[src/rtl/pdwt_pkg.sv]
// shared constants and types of the pci dma window translator
package pdwt_pkg;

  localparam int NUM_WIN = 4;
  localparam int REG_AW = 8;
  localparam int REG_DW = 32;
  localparam int RF_DEPTH = 16;
  localparam int RF_AW = 4;
  localparam int PCI_AW = 32;
  localparam int PHYS_W = 40;
  localparam int MEM_AW = 34;
  localparam int MEM_DW = 64;

  // register map, window w slot at w * 0x10
  localparam logic [REG_AW-1:0] OFF_WIN_BASE = 8'h00;
  localparam logic [REG_AW-1:0] OFF_WIN_STRIDE = 8'h10;
  localparam logic [REG_AW-1:0] OFF_STATUS = 8'h40;
  localparam logic [REG_AW-1:0] OFF_LAST_ADDR = 8'h44;
  localparam logic [1:0] SLOT_WBASE = 2'h0;
  localparam logic [1:0] SLOT_WMASK = 2'h1;
  localparam logic [1:0] SLOT_TBASE = 2'h2;

  // field positions
  localparam int WB_EN_BIT = 0;
  localparam int WB_SG_BIT = 1;
  localparam int WIN_MSB = 31;
  localparam int WIN_LSB = 20;
  localparam int TB_REG_LSB = 8;
  localparam int TB_ADDR_LSB = 10;
  localparam int PAGE_LSB = 13;
  localparam int PTE_VALID_BIT = 0;
  localparam int PTE_PAGE_MSB = 21;
  localparam int PTE_PAGE_LSB = 1;
  localparam int PHYS_ZERO_MSB = 39;
  localparam int PHYS_ZERO_LSB = 33;

  // writable bits and reset values
  localparam logic [REG_DW-1:0] WMASK_WBASE = 32'hfff00003;
  localparam logic [REG_DW-1:0] WMASK_WMASK = 32'hfff00000;
  localparam logic [REG_DW-1:0] WMASK_TBASE = 32'hffffff00;
  localparam logic [REG_DW-1:0] RST_WORD = 32'h00000000;

  // status register bits
  localparam int ST_BUSY = 0;
  localparam int ST_INVALID = 1;
  localparam int ST_MISS = 2;
  localparam int ST_UNSUP = 3;

  typedef enum logic [1:0] {
    ST_IDLE  = 2'b00,
    ST_LOOK  = 2'b01,
    ST_FETCH = 2'b11,
    ST_DONE  = 2'b10
  } pdwt_state_e;

  typedef enum logic [1:0] {
    RSP_OK      = 2'b00,
    RSP_MISS    = 2'b01,
    RSP_INVALID = 2'b10,
    RSP_UNSUP   = 2'b11
  } pdwt_rsp_e;

  typedef struct packed {
    logic [11:0] base;
    logic        en;
    logic        sg;
    logic [11:0] mask;
    logic [23:0] tbase;
  } pdwt_win_s;

  typedef struct packed {
    logic [PHYS_W-1:0] addr;
    pdwt_rsp_e         status;
  } pdwt_rsp_s;

endpackage

[src/rtl/pdwt_top.sv]
// pci dma target window address translator, direct and map-table modes
//
// Notes on behaviour
// - window sg select bit clear gives direct mode, set gives table lookup.
// - direct address is translated base high bits then pci bits n-1..2.
// - base and pci bits merge by and-or, base low bits not masked.
// - physical address bits 39..33 always zero.
// - direct window maps to memory aligned on its own size.
// - table mode reads the physical page from a map entry in memory.
// - translated base is table start, upper in-window pci bits index it.
// - one map entry maps one 8KB pci page to one 8KB memory page.
// - map entry is a quadword, bit 0 is its valid flag.
// - entry bit 1 is physical bit 13, bits 21..1 give page number.
// - memory address is entry page number appended to pci page offset.
// - table has one 8-byte entry per 8KB of window size.
// - entry address is base bits 33..n-10 then pci bits n-1..13.
// - hit needs enabled window and pci bits above mask equal to base.
// - map entry with valid bit clear raises an invalid-entry exception.
//
// The placing of the registers and the plain strobed port were decided locally.
`timescale 1ns/10ps
module pdwt_top (
  input  wire logic                        CLK,
  input  wire logic                        ARST_N,
  input  wire logic [pdwt_pkg::REG_AW-1:0] REG_ADDR,
  input  wire logic [pdwt_pkg::REG_DW-1:0] REG_WDATA,
  input  wire logic                        REG_WR,
  input  wire logic                        REG_RD,
  output logic      [pdwt_pkg::REG_DW-1:0] REG_RDATA,
  input  wire logic                        REQ_VALID,
  input  wire logic [pdwt_pkg::PCI_AW-1:0] REQ_ADDR,
  output logic                             REQ_READY,
  output logic                             RSP_VALID,
  output logic      [pdwt_pkg::PHYS_W-1:0] RSP_ADDR,
  output logic      [1:0]                  RSP_STATUS,
  output logic                             MEM_REQ,
  output logic      [pdwt_pkg::MEM_AW-1:0] MEM_ADDR,
  input  wire logic                        MEM_ACK,
  input  wire logic [pdwt_pkg::MEM_DW-1:0] MEM_RDATA
);

  // contiguous low-order ones, all zero through all ones
  function automatic logic mask_ok_f(input logic [11:0] m);
    mask_ok_f = ((m & (m + 12'h001)) == 12'h000);
  endfunction

  // memory holds only the lowest 8GB
  function automatic logic [pdwt_pkg::PHYS_W-1:0] phys_f(input logic [pdwt_pkg::MEM_AW-1:0] a);
    phys_f = {7'h00, a[pdwt_pkg::PHYS_ZERO_LSB-1:0]};
  endfunction

  // lowest enabled hitting window wins
  function automatic logic [1:0] pick_f(input logic [pdwt_pkg::NUM_WIN-1:0] h);
    pick_f = h[0] ? 2'h0 : h[1] ? 2'h1 : h[2] ? 2'h2 : 2'h3;
  endfunction

  logic [pdwt_pkg::RF_DEPTH-1:0][pdwt_pkg::REG_DW-1:0] words;
  pdwt_pkg::pdwt_win_s [pdwt_pkg::NUM_WIN-1:0] win;
  logic [pdwt_pkg::NUM_WIN-1:0] hit_vec;

  pdwt_pkg::pdwt_state_e        state_reg;
  pdwt_pkg::pdwt_state_e        state_next;
  logic [pdwt_pkg::PCI_AW-1:0]  ad_reg;
  logic [pdwt_pkg::PCI_AW-1:0]  ad_next;
  logic                         ready_reg;
  logic                         ready_next;
  logic                         mem_req_reg;
  logic                         mem_req_next;
  logic [pdwt_pkg::MEM_AW-1:0]  mem_addr_reg;
  logic [pdwt_pkg::MEM_AW-1:0]  mem_addr_next;
  logic [21:0]                  pte_reg;
  logic [21:0]                  pte_next;
  pdwt_pkg::pdwt_rsp_s          rsp_reg;
  pdwt_pkg::pdwt_rsp_s          rsp_next;
  logic                         rsp_valid_reg;
  logic                         rsp_valid_next;
  logic [2:0]                   sticky_reg;
  logic [2:0]                   sticky_next;

  // per-window decode and hit compare
  genvar gw;
  generate
    for (gw = 0; gw < pdwt_pkg::NUM_WIN; gw++) begin : g_win
      assign win[gw].base = words[gw*4+0][pdwt_pkg::WIN_MSB:pdwt_pkg::WIN_LSB];
      assign win[gw].en = words[gw*4+0][pdwt_pkg::WB_EN_BIT];
      assign win[gw].sg = words[gw*4+0][pdwt_pkg::WB_SG_BIT];
      assign win[gw].mask = words[gw*4+1][pdwt_pkg::WIN_MSB:pdwt_pkg::WIN_LSB];
      assign win[gw].tbase = words[gw*4+2][pdwt_pkg::REG_DW-1:pdwt_pkg::TB_REG_LSB];
      assign hit_vec[gw] = win[gw].en &&
        (((ad_reg[pdwt_pkg::WIN_MSB:pdwt_pkg::WIN_LSB] ^ win[gw].base) & ~win[gw].mask) == 12'h000);
    end
  endgenerate

  wire                         any_hit = |hit_vec;
  wire [1:0]                   sel_idx = pick_f(hit_vec);
  pdwt_pkg::pdwt_win_s         sel;
  assign sel = win[sel_idx];
  wire                         sel_mask_ok = mask_ok_f(sel.mask);
  wire [11:0]                  ad_hi_masked = ad_reg[pdwt_pkg::WIN_MSB:pdwt_pkg::WIN_LSB] & sel.mask;

  // direct: base bits 33..20 or-ed with in-window pci bits, no masking of base
  wire [pdwt_pkg::MEM_AW-1:0] direct_addr = {sel.tbase[23:10], 20'h00000} |
                                           {2'b00, ad_hi_masked, ad_reg[19:2], 2'b00};
  // map entry address: table base or-ed with page index times 8 bytes
  wire [pdwt_pkg::MEM_AW-1:0] pte_addr = {sel.tbase, 10'h000} |
                                        {12'h000, ad_hi_masked, ad_reg[19:pdwt_pkg::PAGE_LSB], 3'b000};
  // page number from entry bits 21..1 appended to page offset
  wire [pdwt_pkg::MEM_AW-1:0] sg_addr = {pte_next[pdwt_pkg::PTE_PAGE_MSB:pdwt_pkg::PTE_PAGE_LSB],
                                        ad_reg[pdwt_pkg::PAGE_LSB-1:2], 2'b00};
  wire                         ack_take = (state_reg == pdwt_pkg::ST_FETCH) && MEM_ACK && !mem_req_reg;
  wire                         pte_valid = MEM_RDATA[pdwt_pkg::PTE_VALID_BIT];

  // translation sequencer
  always_comb begin
    state_next = state_reg;
    ad_next = ad_reg;
    mem_req_next = 1'b0;
    mem_addr_next = mem_addr_reg;
    pte_next = pte_reg;
    rsp_next = rsp_reg;
    case (state_reg)
      pdwt_pkg::ST_IDLE: begin
        if (REQ_VALID && ready_reg) begin
          ad_next = REQ_ADDR;
          state_next = pdwt_pkg::ST_LOOK;
        end
      end
      pdwt_pkg::ST_LOOK: begin
        state_next = pdwt_pkg::ST_DONE;
        if (!any_hit) begin
          rsp_next = '{addr: '0, status: pdwt_pkg::RSP_MISS};
        end else if (!sel_mask_ok) begin
          rsp_next = '{addr: '0, status: pdwt_pkg::RSP_UNSUP};
        end else if (sel.sg) begin
          state_next = pdwt_pkg::ST_FETCH;
          mem_req_next = 1'b1;
          mem_addr_next = pte_addr;
        end else begin
          rsp_next = '{addr: phys_f(direct_addr), status: pdwt_pkg::RSP_OK};
        end
      end
      pdwt_pkg::ST_FETCH: begin
        if (ack_take) begin
          pte_next = MEM_RDATA[21:0];
          state_next = pdwt_pkg::ST_DONE;
          if (pte_valid) begin
            rsp_next = '{addr: phys_f(sg_addr), status: pdwt_pkg::RSP_OK};
          end else begin
            rsp_next = '{addr: '0, status: pdwt_pkg::RSP_INVALID};
          end
        end
      end
      pdwt_pkg::ST_DONE: begin
        state_next = pdwt_pkg::ST_IDLE;
      end
      default: begin
        state_next = pdwt_pkg::ST_IDLE;
      end
    endcase
  end

  assign ready_next = (state_next == pdwt_pkg::ST_IDLE);
  assign rsp_valid_next = (state_next == pdwt_pkg::ST_DONE);

  // register bus decode
  wire        bus_aligned = (REG_ADDR[1:0] == 2'b00);
  wire        in_win_area = bus_aligned && (REG_ADDR < pdwt_pkg::OFF_STATUS);
  wire [1:0]  slot = REG_ADDR[3:2];
  wire [pdwt_pkg::RF_AW-1:0] rf_idx = REG_ADDR[5:2];
  wire [pdwt_pkg::REG_DW-1:0] slot_mask = (slot == pdwt_pkg::SLOT_WBASE) ? pdwt_pkg::WMASK_WBASE :
                                          (slot == pdwt_pkg::SLOT_WMASK) ? pdwt_pkg::WMASK_WMASK :
                                          (slot == pdwt_pkg::SLOT_TBASE) ? pdwt_pkg::WMASK_TBASE : '0;
  wire        st_hit = bus_aligned && (REG_ADDR == pdwt_pkg::OFF_STATUS);
  wire        last_hit = bus_aligned && (REG_ADDR == pdwt_pkg::OFF_LAST_ADDR);
  wire [pdwt_pkg::REG_DW-1:0] status_word = {28'h0000000, sticky_reg, state_reg != pdwt_pkg::ST_IDLE};
  wire [pdwt_pkg::REG_DW-1:0] ext_word = st_hit ? status_word :
                                         last_hit ? rsp_reg.addr[33:2] : '0;

  // sticky event bits, write one to clear, a new event wins
  wire [2:0]  ev_set = {rsp_valid_next && rsp_next.status == pdwt_pkg::RSP_UNSUP,
                        rsp_valid_next && rsp_next.status == pdwt_pkg::RSP_MISS,
                        rsp_valid_next && rsp_next.status == pdwt_pkg::RSP_INVALID};
  wire [2:0]  ev_clr = (REG_WR && st_hit) ? REG_WDATA[pdwt_pkg::ST_UNSUP:pdwt_pkg::ST_INVALID] : 3'b000;
  assign sticky_next = (sticky_reg & ~ev_clr) | ev_set;

  pdwt_regfile #(
    .DEPTH (pdwt_pkg::RF_DEPTH),
    .AW    (pdwt_pkg::RF_AW),
    .DW    (pdwt_pkg::REG_DW)
  ) u_regs (
    .CLK      (CLK),
    .ARST_N   (ARST_N),
    .wr_en    (REG_WR && in_win_area),
    .wr_idx   (rf_idx),
    .wr_data  (REG_WDATA),
    .wr_mask  (slot_mask),
    .rd_en    (REG_RD),
    .rd_local (in_win_area),
    .rd_idx   (rf_idx),
    .ext_data (ext_word),
    .rd_data  (REG_RDATA),
    .words    (words)
  );

  always_ff @(posedge CLK or negedge ARST_N) begin
    if (!ARST_N) begin
      state_reg <= pdwt_pkg::ST_IDLE;
      ad_reg <= '0;
      ready_reg <= 1'b1;
      mem_req_reg <= 1'b0;
      mem_addr_reg <= '0;
      pte_reg <= '0;
      rsp_reg <= '{addr: '0, status: pdwt_pkg::RSP_OK};
      rsp_valid_reg <= 1'b0;
      sticky_reg <= 3'b000;
    end else begin
      state_reg <= state_next;
      ad_reg <= ad_next;
      ready_reg <= ready_next;
      mem_req_reg <= mem_req_next;
      mem_addr_reg <= mem_addr_next;
      pte_reg <= pte_next;
      rsp_reg <= rsp_next;
      rsp_valid_reg <= rsp_valid_next;
      sticky_reg <= sticky_next;
    end
  end

  assign REQ_READY = ready_reg;
  assign RSP_VALID = rsp_valid_reg;
  assign RSP_ADDR = rsp_reg.addr;
  assign RSP_STATUS = rsp_reg.status;
  assign MEM_REQ = mem_req_reg;
  assign MEM_ADDR = mem_addr_reg;

  wire look_ok = (state_reg == pdwt_pkg::ST_LOOK) && any_hit && sel_mask_ok;
  logic sg_mode_reg;
  always_ff @(posedge CLK or negedge ARST_N) begin
    if (!ARST_N) begin
      sg_mode_reg <= 1'b0;
    end else if (state_reg == pdwt_pkg::ST_LOOK) begin
      sg_mode_reg <= sel.sg;
    end
  end
  wire rsp_ok = rsp_valid_reg && (rsp_reg.status == pdwt_pkg::RSP_OK);
endmodule

[src/rtl/pdwt_regfile.sv]
// window register storage with registered bus read port
`timescale 1ns/10ps
module pdwt_regfile #(
  parameter int DEPTH = 16,
  parameter int AW    = 4,
  parameter int DW    = 32
) (
  input  wire logic                    CLK,
  input  wire logic                    ARST_N,
  input  wire logic                    wr_en,
  input  wire logic [AW-1:0]           wr_idx,
  input  wire logic [DW-1:0]           wr_data,
  input  wire logic [DW-1:0]           wr_mask,
  input  wire logic                    rd_en,
  input  wire logic                    rd_local,
  input  wire logic [AW-1:0]           rd_idx,
  input  wire logic [DW-1:0]           ext_data,
  output logic      [DW-1:0]           rd_data,
  output logic      [DEPTH-1:0][DW-1:0] words
);

  logic [DEPTH-1:0][DW-1:0] mem_reg;
  logic [DW-1:0]            rd_data_reg;
  logic [DW-1:0]            rd_data_next;

  // zero outside the cycle after a read
  assign rd_data_next = rd_en ? (rd_local ? mem_reg[rd_idx] : ext_data) : '0;
  assign rd_data = rd_data_reg;
  assign words = mem_reg;

  always_ff @(posedge CLK or negedge ARST_N) begin
    if (!ARST_N) begin
      mem_reg <= '0;
      rd_data_reg <= '0;
    end else begin
      rd_data_reg <= rd_data_next;
      if (wr_en) begin
        mem_reg[wr_idx] <= (mem_reg[wr_idx] & ~wr_mask) | (wr_data & wr_mask);
      end
    end
  end

endmodule

[config.mk]
export PLATFORM = sky130hd
export DESIGN_NAME = pdwt_top
export DESIGN_NICKNAME = d
export VERILOG_FILES = /design/src/rtl/pdwt_pkg.sv /design/src/rtl/pdwt_top.sv /design/src/rtl/pdwt_regfile.sv
export SDC_FILE = /design/constraint.sdc
export NUM_CORES = 1
export LEC_CHECK = 0
export BUFFER_PORTS_ARGS = -buffer_cell sky130_fd_sc_hd__buf_2
export CAP_MARGIN = 20
export CORE_UTILIZATION = 40
export CTS_BUF_LIST = sky130_fd_sc_hd__clkbuf_4 sky130_fd_sc_hd__clkbuf_8
export DETAILED_ROUTE_END_ITERATION = 12
export GPL_ROUTABILITY_DRIVEN = 1
export SLEW_MARGIN = 20
export SYNTH_ARGS = -nofsm -noshare
export SYNTH_HDL_FRONTEND = slang
export SYNTH_SLANG_ARGS = --single-unit
[constraint.sdc]
create_clock -name CLK -period 4 [get_ports CLK]
set_clock_uncertainty 0.05 [all_clocks]
set_input_delay 0.4 -clock CLK [delete_from_list [all_inputs] [get_ports CLK]]
set_output_delay 0.4 -clock CLK [all_outputs]
set_load 0.1 [all_outputs]
---- Yosys cells after proc, flatten, opt, wreduce, memory -nomap -nowiden ----
Index checks and enable logic that the tools add are counted.
storage, ports and cells
  register bits ........................... 681
  input port bits ......................... 142
  output and inout bits ................... 111
  word-level logic and storage cells ...... 138
operators by class
  add/subtract/negate cells ............... 1
  magnitude comparators ................... 4
  equal/unequal tests ..................... 13
  mux-type cells .......................... 36
  bitwise operators ....................... 23
  reduce and logical (&&, ||, !) cells .... 33
operator list
  cell                   count
  $bwmux 512             1
  $mux 32                9
  $mux 42                4
  $bmux 32 s4            1
  $demux 32 s4           1
  $bmux 50 s2            1
  $pmux 42 s2            1
  $and 12x12->12         6
  $and 32x32->32         2
  $logic_not 12->1       5
  $not 12->12            4
  $xor 12x12->12         4
  $mux 21                2
  $mux 37                1
  $mux 35                1
  $or 34x22->34          1
  $or 33x32->33          1
  $not 32->32            1
  $or 32x32->32          1
  $eq 8x7->1 const B     2
  $logic_and 1x1->1      16
  $add 12x1->12 const B  1
  $eq 2x2->1 const B     6
  $logic_not 2->1        4
  other kinds (20)       34

---- Logic depth before layout (Yosys ltp) ----
  word-level depth ........................ 18
  depth in mapped cells ................... 14
  mapped depth without buffers ............ 10

---- By module ----
A second synthesis with hierarchy kept.
second synthesis, totals
  cells, all modules ...................... 3646
  area total of the unflattened synthesis .. 36060.8 sq um
modules (own cells, without submodules)
  module        instances  cells each  area each (sq um)  sequential area each (sq um)
  pdwt_regfile  1          2985        29424.5            13613.1
  pdwt_top      1          661         6636.4             2553.7

---- Least setup slack after synthesis ----
No wires, ideal clock.
  kind .................................... reg2reg
  start point ............................. reg ad_reg[20] (netlist name)
  end point ............................... reg mem_addr_reg, in the netlist MEM_ADDR[27]
  arrival time ............................ 3.241 ns
  data required time ...................... 3.822 ns
  slack ................................... 0.581 ns
  cell stages (with the launch flop) ...... 14
  clock period less this slack ............ 3.419 ns
  path through ............................ dfrtp_1 -> buf_2 -> xnor2_2 -> o22ai_1 -> or4_4 -> or2_0 -> buf_6 -> and3_4 -> o31a_1 -> a221oi_2 -> nand4bb_4 -> nor2_4 -> buf_6 -> mux2_1
on the way
  cells in the longest elaborated chain, start to end .. 13
ends and longest elaborated chain
  element                        RTL line         source
  start, declared                pdwt_top.sv:63   logic [pdwt_pkg::PCI_AW-1:0] ad_reg;
  start signal, assigned         pdwt_top.sv:218  ad_reg <= ad_next;
  $xor 12x12->12                 pdwt_top.sv:90   (((ad_reg[pdwt_pkg::WIN_MSB:pdwt_pkg::WIN_LSB] ^ win[gw].base) & ~win[gw].mask) == 12'h000);
  $and 12x12->12                 pdwt_top.sv:90
  $logic_not 12->1               pdwt_top.sv:90
  $logic_and 1x1->1              pdwt_top.sv:89   assign hit_vec[gw] = win[gw].en &&
  $mux 1                         pdwt_top.sv:54   pick_f = h[0] ? 2'h0 : h[1] ? 2'h1 : h[2] ? 2'h2 : 2'h3;
  $mux 2 (2 in series)           pdwt_top.sv:54
  $bmux 50 s2                    pdwt_top.sv:97   assign sel = win[sel_idx];
  $mux 37 (implied by the code)  pdwt_top.sv:97
  $add 12x1->12                  pdwt_top.sv:44   mask_ok_f = ((m & (m + 12'h001)) == 12'h000);
  $and 12x12->12                 pdwt_top.sv:44
  $logic_not 12->1               pdwt_top.sv:44
  $reduce_and 4->1 (no line)     n/a
  end signal, assigned           pdwt_top.sv:221  mem_addr_reg <= mem_addr_next;
  end, declared                  pdwt_top.sv:69   logic [pdwt_pkg::MEM_AW-1:0] mem_addr_reg;
Parallel ways exist; a longest one is shown, timed or not. The select of a mux whose other input is x is not followed.
A chain may end at the register's enable or synchronous reset.

---- Worst setup path after layout ----
  start point ............................. reg u_regs.mem_reg, in the netlist u_regs.words[148]
  end point ............................... reg state_reg[0]
on the way
  cells in the longest elaborated chain, start to end .. 14
ends and longest elaborated chain
  element                          RTL line            source
  start, declared                  pdwt_regfile.sv:22  logic [DEPTH-1:0][DW-1:0] mem_reg;
  start signal, assigned by index  pdwt_regfile.sv:38  mem_reg[wr_idx] <= (mem_reg[wr_idx] & ~wr_mask) | (wr_data & wr_mask);
  $xor 12x12->12 (*)               pdwt_top.sv:90
  $and 12x12->12 (*)               pdwt_top.sv:90
  $logic_not 12->1 (*)             pdwt_top.sv:90
  $logic_and 1x1->1 (*)            pdwt_top.sv:89
  $mux 2 (2 in series)             pdwt_top.sv:54
  $bmux 50 s2                      pdwt_top.sv:97
  $mux 37 (implied by the code)    pdwt_top.sv:97
  $add 12x1->12                    pdwt_top.sv:44
  $and 12x12->12                   pdwt_top.sv:44
  $logic_not 12->1                 pdwt_top.sv:44
  $mux 1                           pdwt_top.sv:132     end else if (!sel_mask_ok) begin
  $mux 1 (*)                       pdwt_top.sv:130     if (!any_hit) begin
  $pmux 2 s4 (*)                   pdwt_top.sv:121     case (state_reg)
  via state_next[0]                pdwt_top.sv:62      pdwt_pkg::pdwt_state_e state_next;
  end signal, assigned             pdwt_top.sv:207     state_reg <= pdwt_pkg::ST_IDLE;
  end signal, assigned             pdwt_top.sv:217     state_reg <= state_next;
  end, declared                    pdwt_top.sv:61      pdwt_pkg::pdwt_state_e state_reg;
The timed path passes the listed nets; every way through them passes the cells marked *. The select of a mux whose other input is x is not followed.

==> flow_summary.ini <==
[routing]
drt_wl_total_um = 78100
vias_per_cell = 5.43
drt-pass1-iter-count = 5
drtIter0Drc = 1616
antenna_left = 0
num_vias = 17200
wire_per_inst_um = 24.7
drcViolationCount = 0

[yosys]
syn_area_per_cell_um2 = 12.7
syn_inst = 2164
synth.most_common_cell = dfrtp_1
ys_ff_latch = 646
yosysTopAreaCell = dfrtp_1
synth_edf_count = 0
yosysUniqueCellTypes = 60
synth-warning-count = 0
yosys-top-cells-area = dfrtp_1, mux4_2, clkbuf_1
yosysSeqAreaShare_pct = 58.8
ys_async_sr_fraction_pct = 100
synth.top_cell.area_share_pct = 58.7
synthesis.area_um2 = 27500
synthFlopType = dfrtp_1
ys_top_cells_by_count = dfrtp_1, clkbuf_1, nand2_1

[timing]
max_slew_margin_pct = 25.9
layout_setup_ws_ns = -0.00544
fin_crit_sh_pct = 100
hold_viol_final = 0
tightest_slew_ns = 1.11
slew_viol_final = 0
setup_violations = 1
max_freq_ghz = 0.250
tns_ns = -0.00544
min_period_ns = 4.01

[worst_setup_path]
rrSetupSlack_ns = -0.005
crit_fanout = 12
r2r_cells = 15
cp.required_ns = 4.55
worst_setup_path_start_kind = flip-flop
crit_type = flip-flop to flip-flop
crit_arrival_ns = 4.56
r2r_end = state_reg[0]$_DFF_PN0_
r2r_start = u_regs.words[148]$_DFFE_PN0P_
endpoint_kind = flip-flop
cp-startpoint = u_regs.words[148]$_DFFE_PN0P_

[hold_path]
hold_path_class = input pin to flip-flop
hold_end = u_regs.words[385]$_DFFE_PN0P_
min_from = REG_WDATA[1]
min_path_cells = 3

[floorplan]
die_x_um = 264
io_pins = 253
fp.dieH_um = 264
rows = 95
initial_utilization_pct = 40.7
coreArea_um2 = 67600
dieArea_um2 = 69800

[power]
ir_drop_mv = 0.304
leakage_nw = 15.4
p_total_mw = 16.2
power_density_nw_per_um2 = 506

[global_route]
first_global_vias = 18300
grtUsageTotal_pct = 22.7
grt_overflow = 0
grt_max_degree = 109
grt_first_pass_wirelength_um = 118000
grt_antenna_before_repair = 4

[flow_run]
maxCapViolCount = 0

[cells_and_area]
syn_to_final_growth_pct = 16.2
final_net_count = 2355
seq_area_um2 = 16200
largest_reg_flops = 512
multi_input_area_um2 = 9560
fillers = 5908
drive_above_1_share_pct = 34.5

[placed_design]
globalplace.congestion = 0.964
port_buffers = 191
hpwl_um = 53100

[run_status]
violations = setup timing
status = complete, but fails checks

[cts]
tritoncts = built
clkSinkCount = 646
cts-root-buf = clkbuf_8
htreeDepth = 3
cts_buffers = 100
clk_path_buf_depth = 3
clkLatencyLatePin_ns = 0.72
clkTransAtPathRegs_ns = 0.07
==> layout by cell type, fill, tap and decap left out, types with 12 or more instances in the layout <==
master	synthesis	routed
mux4_2	160	160
nand3_1	18	17
clkinv_2	0	18
clkbuf_8	0	119
nor3_1	15	15
mux2_1	26	26
a22o_1	42	42
and2_1	24	23
dfrtp_1	645	643
xnor2_1	46	43
o22ai_1	21	21
buf_2	17	188
a221o_1	32	32
dlygate4sd3_1	0	65
a311oi_1	31	28
mux2_2	84	84
mux2i_1	16	16
a21o_1	29	29
buf_12	0	14
o21ai_0	168	168
conb_1	1	12
buf_4	14	126
nand2_1	230	230
clkbuf_4	0	34
nor2_1	42	40
==> how the worst max path moves through the flow <==
stage,cells past startpoint,endpoint,slack [ns]
global placement,11,RSP_ADDR[18]$_DFFE_PN0P_,-0.05
global route,16,state_reg[0]$_DFF_PN0_,-0.008
detailed placement,11,RSP_ADDR[15]$_DFFE_PN0P_,-0.1
CTS,14,RSP_ADDR[25]$_DFFE_PN0P_,0.03
finish,15,state_reg[0]$_DFF_PN0_,-0.005
floorplan,13,MEM_ADDR[27]$_DFFE_PN0P_,0.58
==> per-stage QoR <==
| step | setup WS [ns] | std cells | hold WS, ns | cell area [um2] | util, % |
|---|---|---|---|---|---|
| global placement | -0.0522 | 2913 | 0.310 | 28900 | 42.8 |
| floorplan | 0.581 | 2175 | 0.0544 | 27500 | - |
| CTS | 0.0251 | 3159 | 0.0128 | 31800 | 47.0 |
| global route | -0.00752 | 3168 | 0.0682 | 32000 | 47.3 |
| finish | -0.00544 | 3168 | 0.0666 | 32000 | 47.3 |
| detailed placement | -0.0987 | 2913 | 0.312 | 28900 | 42.8 |
==> report_power, final <==
part           total (mW)  internal [mW]  leakage (nW)  switching (mW)
clock network        6.02           3.40          1.18            2.62
registers            7.23           6.88          8.91           0.350
logic                2.94           1.04          5.31            1.89
==> final cells by class <==
type,instances,area share (%)
antenna,3,0.0235
clock buffer,152,5.88
clock inverter,29,0.998
inverter,6,0.0704
multi-input combinational,1060,29.9
sequential,646,50.6
tap,873,3.42
timing repair buffer,399,9.13
==> metal layers <==
layer  global-route usage, %  vias up  part of all wire [%]
met5                       0        -                 0.017
li1                        -     7539                     -
met4                    10.5        2                   3.9
met1                    30.2     8821                    42
met3                    5.48      170                   7.0
met2                    35.2      661                    47
==> logic make-up (layout without fill, tap and decap cells) <==
| family | count (synthesis) | after routing | synth area share (%) |
|---|---|---|---|
| buffers and inverters | 469 | 586 | 6.89 |
| and+or+nand+nor | 363 | 363 | 5.83 |
| other | 1 | 15 | 0.0136 |
| DFF | 646 | 646 | 58.8 |
| AOI/OAI and AO/OA | 351 | 351 | 8.72 |
| xor gates and xnor gates | 48 | 48 | 1.58 |
| muxes | 286 | 286 | 18.2 |
==> what timing repair did <==
| action | CTS | global route |
|---|---|---|
| hold buffers | 65 | 0 |
| pin swaps | 0 | 1 |
| cloned | 0 | 2 |
| setup endpoints to repair | 20 | 56 |
| hold endpoints to repair | 192 | 0 |
| gates resized for setup | 1 | 13 |
| buffers inserted | 0 | 4 |
==> critical path, stage by stage (launching register included) <==
cell and delay [ns]:
dfrtp_1 0.41, xnor2_2 0.27, o22ai_1 0.16, or4_4 0.56, or2_4 0.30, buf_4 0.17
a311o_1 0.31, a221o_1 0.32, and4_1 0.23, nand4bb_4 0.13, buf_6 0.17, nor2_4 0.05
buf_12 0.15, clkbuf_16 0.18, buf_4 0.17, a311o_1 0.27
Power figures use the tool's default switching activity.
